**config.mk**
```make
export PLATFORM = sky130hd
export DESIGN_NAME = lfsr_gen
export DESIGN_NICKNAME = d
export VERILOG_FILES = /design/src/shared/tp_seed_pkg.sv /design/src/verilog/lfsr_gen.sv
export VERILOG_INCLUDE_DIRS = /design/src /design/src/shared
export SDC_FILE = /design/constraint.sdc
export NUM_CORES = 1
export LEC_CHECK = 0
export ABC_AREA = 1
export BUFFER_PORTS_ARGS = -buffer_cell sky130_fd_sc_hd__buf_4
export CORE_ASPECT_RATIO = 1.5
export CORE_MARGIN = 2
export CORE_UTILIZATION = 44
export DETAILED_ROUTE_END_ITERATION = 8
export PLACE_DENSITY = 0.73
export SLEW_MARGIN = 20
export SYNTH_ARGS = -nofsm -noshare
export SYNTH_HDL_FRONTEND = slang
export SYNTH_SLANG_ARGS = --single-unit
```
**constraint.sdc**
```tcl
create_clock -name pclk -period 1.2 [get_ports pclk]
set_input_delay 0.12 -clock pclk [delete_from_list [all_inputs] [get_ports pclk]]
set_output_delay 0.12 -clock pclk [all_outputs]
set_load 0.02 [all_outputs]
```
**src/shared/tp_seed_consts.svh**
```systemverilog
// register offsets, field positions, reset values for the test-pattern seed
// configuration block; included by the design files
// Function
// - a 12-bit programmable field repeats onto the frame-clock output pair.
// - pattern replaces frame clock only while its enable bit is set.
// - seed low 16 bits sit in bits 15:0 of register 0x23.
// - the programmed seed is the generator's starting state.
// - seed upper seven bits in 15:9 of 0x24; bit 8 written zero.
// - programmed seed loads only when seed-source select set, else default.
// - seed-low register clears to zero on reset.
// - eight per-channel polarity-swap bits in bits 7:0.
// - a set swap bit exchanges a channel's positive and negative inputs.
// - pseudo-random pattern runs only while its enable bit is one.
// - writing the software sync bit restarts the single generator from its seed.
`ifndef TP_SEED_CONSTS_SVH
`define TP_SEED_CONSTS_SVH
// printed offsets are indexes; byte address is four times the index
`define IDX_FRAME_PATTERN 8'h1c
`define IDX_SEED_LOW 8'h23
`define IDX_SEED_HIGH 8'h24
`define IDX_TP_CTRL 8'h25
`define BIT_FRAME_EN 14
`define BIT_EXT_SYNC 15
`define BIT_SEED_SEL 14
`define BIT_LEN_SEL 13
`define BIT_RAND_EN 12
`define BIT_SOFT_SYNC 8
`define MASK_FRAME_PATTERN 16'h4fff
`define MASK_SEED_HIGH 16'hfeff
`define MASK_TP_CTRL 16'hf07f
`define RESET_VALUE 16'h0000
`define DEFAULT_SEED 23'h7fffff
`define LFSR_TAP_A 22
`define LFSR_TAP_B 17
`endif

```
**src/shared/tp_seed_pkg.sv**
```systemverilog
// types shared by the test-pattern configuration block
package tp_seed_pkg;
   typedef logic [15:0] reg16_t;
   typedef logic [22:0] seed_t;
   typedef enum logic [1:0] {ST_IDLE, ST_SETUP, ST_ACCESS} apb_state_t;
endpackage

```
**src/verilog/lfsr_gen.sv**
```systemverilog
// 23-bit pseudo-random generator with synchronous load
// assumes load and enable arrive as single-clock levels from the config block
`timescale 1ns/1ps
`include "tp_seed_consts.svh"
module lfsr_gen (
   input wire logic pclk,
   input wire logic presetn,
   input wire logic load,
   input wire logic enable,
   input wire tp_seed_pkg::seed_t seed,
   output logic [22:0] state
);
   always_ff @(posedge pclk or negedge presetn) begin
      if (!presetn) begin
         state <= 23'h000000;
      end else if (load) begin
         state <= seed;
      end else if (enable) begin
         // all-zero state would lock up; restart from the default instead
         if (state == 23'h000000) begin
            state <= `DEFAULT_SEED;
         end else begin
            state <= {state[21:0],
               state[`LFSR_TAP_A] ^ state[`LFSR_TAP_B]};
         end
      end
   end
endmodule

```
### Word level (Yosys, flattened, before mapping)

Index checks and enable logic that the tools add are counted.

| cells by class | value |
|---|---|
| multiplexer cells | 3 |
| bitwise operators | 1 |
| reduce and logical (&&, ||, !) cells | 2 |

Operator list:

| kind | number |
|---|---|
| $mux W23 | 3 |
| $logic_not A23 Y1 | 1 |
| $reduce_bool A2 Y1 | 1 |
| $xor A1 B1 Y1 | 1 |

| word-level totals | value |
|---|---|
| register bits | 23 |
| input port bits | 27 |
| word-level logic and storage cells | 7 |

### Depth between registers and ports, before layout

| depth | value |
|---|---|
| word-level depth | 4 |
| depth in mapped cells | 8 |

### Worst setup path after synthesis

OpenSTA, ideal clock, no wires.

| timing | value |
|---|---|
| path kind | register -> register |
| from | reg state[22] |
| to | reg state[6] |
| data arrival time | 1.166 ns |
| data required time | 1.135 ns |
| path slack | -0.031 ns |
| stages on the path, launching flop included | 9 |
| period minus slack after synthesis | 1.231 ns |
| cell sequence | dfrtp_1 nor2_1 nand2_1 nor2_2 nand3_2 buf_6 nand2_1 nand2_1 nand2_1 |

| between the ends | value |
|---|---|
| word-level cells in the longest chain between the ends | 4 |

Ends and longest elaborated chain:

| element | RTL line | text |
|---|---|---|
| start: declaration | lfsr_gen.sv:11 | `output logic [22:0] state` |
| start signal: assignment | lfsr_gen.sv:21 | `` state <= `DEFAULT_SEED; `` |
| start signal: assignment | lfsr_gen.sv:23 | `state <= {state[21:0],` |
| $logic_not A23 Y1 | lfsr_gen.sv:20 | `if (state == 23'h000000) begin` |
| $mux W23 | lfsr_gen.sv:20 |  |
| $mux W23 | lfsr_gen.sv:18 | `end else if (enable) begin` |
| $mux W23 | lfsr_gen.sv:16 | `end else if (load) begin` |

No other way between the ends. The select of a mux whose other input is x is not followed.
A chain may end at the register's enable or synchronous reset.

### Worst setup path after layout

| timing | value |
|---|---|
| from | reg state[9] |
| to | reg state[8] |

Same word-level chain as after synthesis.

==> results.cfg <==
[global_route]
aggregate_global_routing_overflow = 0
grt_first_pass_wirelength_microns = 5600
grt_util_all_layers_pct = 19.6
vias_in_the_first_global_route = 1357
grt_start_max_net_pins = 47
grt_antenna_before_repair = 0

[place]
number_of_port_buffers = 49
dp.cells = 324
detailed_place_hpwl_microns = 2390
place.gp.congestion = 0.751

[routing]
drc_violations_left = 0
routedWlPerCell_microns = 11.1
antenna_violating_nets_post_route = 0
drt_first_pass_iters = 4
vias = 1525
initialDrtViolationCount = 12
post_drt_via_cell_ratio = 4.59
drt_wl_total_microns = 3690

[layout]
antenna_cells = 0
drive_above_1_share_pct = 47.3
fill_cells = 266
final_net_count = 320
largest-register = state
layout.cells.most_common_list = sky130_fd_sc_hd__nand2_1, sky130_fd_sc_hd__buf_4, sky130_fd_sc_hd__nor2_1
final_cell_count_no_fill = 332
mostFrequentLayoutCell = sky130_fd_sc_hd__nand2_1
largest_register_ff_count = 23
syn2layout_area_growth_pct = 57.9
largest_registers = state x23

[status]
status = complete, but fails checks
failing_checks = negative setup slack

[hold_path]
min-delay-path-class = primary input to flip-flop

[timing]
finalWorstPathRequiredPeriod_ns = 1.27
hold_violations = 0
peak_freq_ghz = 0.787
period_utilization_post_route_pct = 106
totalNegativeSetupSlack_ns = -1.14
setup_slack_ns = -0.0704
finalMaxSlewViolations = 0
grt_setup_unrepaired = true
max_slew.worst_pin.slew_ns = 0.306
final-setup-viol-count = 23
timing.clock.skew_ns = 0.00380
maxSlewHeadroom_pct = 79.6

[clocking]
clock_network_latency_to_the_later_pin_of_the_worst_skew_pair_ns = 0.27
clock_tree.htree_level_count = 1
cts_tree = done
clockRootBuffer = sky130_fd_sc_hd__clkbuf_8
clk_pin_slew_worst_paths_ns = 0.08
tritoncts_num_sinks = 23
numCtsBuffers = 3
max_buffers_root_to_sink = 2

[pwr]
leakage_dissipation_nw = 1.19
power.density_cell_area_nw_per_um2 = 1080
power.ir.vdd_worst_mv = 0.927

[synthesis]
yosysTopAreaCell = sky130_fd_sc_hd__dfrtp_1
yosysWarnings = 0
synth.net_count = 246
synth-seq-cells = 23
syn-cell-area_sq_um = 1420
post-synth-top-area-fraction_pct = 40.4
yosysUniqueCellTypes = 13
netlist_top_cells_area = sky130_fd_sc_hd__dfrtp_1, sky130_fd_sc_hd__nand2_1, sky130_fd_sc_hd__nor2_1
syn-instance-count = 219
synth_sequential_area_ratio_pct = 40.4
post_synth.cell_area_avg_sq_um = 6.50

[floorplanning]
rows = 25
fp.dieW_microns = 50.4
core_area_sq_um = 3130
die_area_sq_um = 3720
top_level_ports = 50
floorplan.initialDensity_pct = 45.5
die_h_microns = 73.7

[worst_setup_path]
worst_setup_path_end_kind = flip-flop
crit_path_max_cell_delay_ns = 0.41
crit_required_ns = 1.41
critical-path-slowest-cell = sky130_fd_sc_hd__dfrtp_2
cp_data_arrival_time_ns = 1.48
path_cells = nor2_1, nand2_1, nor2_2, nand3_4, buf_8, nand2_2, nand2_1, nand2_1
path_delay_family = simple AND/OR/NAND/NOR gates
criticalPathCategory = flip-flop to flip-flop
critical_path.n_buffers_inverters = 1
critical-path-top-cell-by-count = sky130_fd_sc_hd__nand2_1
timing.critical_path.fanout_max = 8
setup.worst_path.start_class = flip-flop

[flow_run]
max_cap_viol_count = 0
-- per-layer routing --
metal / part of all wire, % / wire length, microns / vias up / track usage, %
met5: 0 / 0 / - / 0
met3: 2.8 / 103 / 5 / 1.63
met1: 41 / 1520 / 696 / 22.5
li1: - / - / 796 / -
met2: 54 / 1990 / 28 / 36.3
met4: 1.8 / 68 / 0 / 9.31
-- stage by stage --
stage | cell area [sq um] | hold slack (ns) | worst slack (ns) | total power, W | utilization, %
floorplan | 1450 | -0.176 | -0.00329 | 0.00140 | -
global placement | 2020 | 0.0307 | -0.0653 | 0.00183 | 64.4
detailed placement | 2020 | 0.0363 | -0.0648 | 0.00185 | 64.4
CTS | 2090 | 0.170 | -0.0406 | 0.00235 | 67.0
global route | 2250 | 0.187 | -0.129 | 0.00257 | 71.9
finish | 2250 | 0.168 | -0.0704 | 0.00243 | 71.9
-- final timing paths --
kind	start	to	slack (ns)	cells after the start
setup / recovery	state[9]	state[8]	-0.07	8
hold / removal	seed[4]	state[4]	0.17	5
setup reg to reg	state[9]	state[8]	-0.07	8
hold reg to reg	state[18]	state[18]	0.60	3
max in group asynchronous	presetn	state[3]	0.67	2
min in group asynchronous	presetn	state[4]	0.27	2
-- synth_stat cells --
library cell               instances
sky130_fd_sc_hd__nand2_1          93
sky130_fd_sc_hd__inv_1            24
sky130_fd_sc_hd__dfrtp_1          23
sky130_fd_sc_hd__nand2_2           5
sky130_fd_sc_hd__buf_2             5
sky130_fd_sc_hd__nand3_2           1
sky130_fd_sc_hd__buf_4             1
sky130_fd_sc_hd__a21oi_1          23
sky130_fd_sc_hd__buf_6             3
sky130_fd_sc_hd__nor2_1           35
sky130_fd_sc_hd__nor2_2            3
sky130_fd_sc_hd__clkbuf_8          2
sky130_fd_sc_hd__xor2_1            1
-- worst min-delay path, delay by kind of cell --
kind / cells / cell delay, ns
AO/OA/AOI/OAI: 1 / 0.05
AND/OR/NAND/NOR: 2 / 0.10
buffers and inverters: 2 / 0.14
-- power breakdown --
part	leakage, nW	internal, W	switching (W)
clock	0.0228	0.000238	0.000260
combinational	0.916	0.000479	0.000497
sequential	0.251	0.000888	0.0000681
-- cell type report --
| class | count | area (sq um) | area share [%] |
|---|---|---|---|
| Timing Repair Buffer | 80 | 681 | 30.3 |
| Inverter | 24 | 90.1 | 4.01 |
| Tap cell | 40 | 50.0 | 2.23 |
| Sequential cell | 23 | 598 | 26.6 |
| Multi-Input combinational cell | 161 | 785 | 34.9 |
| Clock buffer | 4 | 45.0 | 2.00 |
-- kinds of logic after synthesis --
kind of cell	Yosys count	synth area share, %
and+or+nand+nor	137	38.0
buffers and inverters	35	12.9
AOI/OAI and AO/OA	23	8.08
DFF	23	40.4
xor gates and xnor gates	1	0.615
-- what timing repair did --
item,in CTS,in global routing
gates resized for setup,9,34
endpoints found under the setup margin,23,23
hold buffers,1,0
endpoints found under the hold margin,23,0
cloned,0,1
pin swaps,2,12
buffers inserted,0,2
Power figures use the tool's default switching activity.
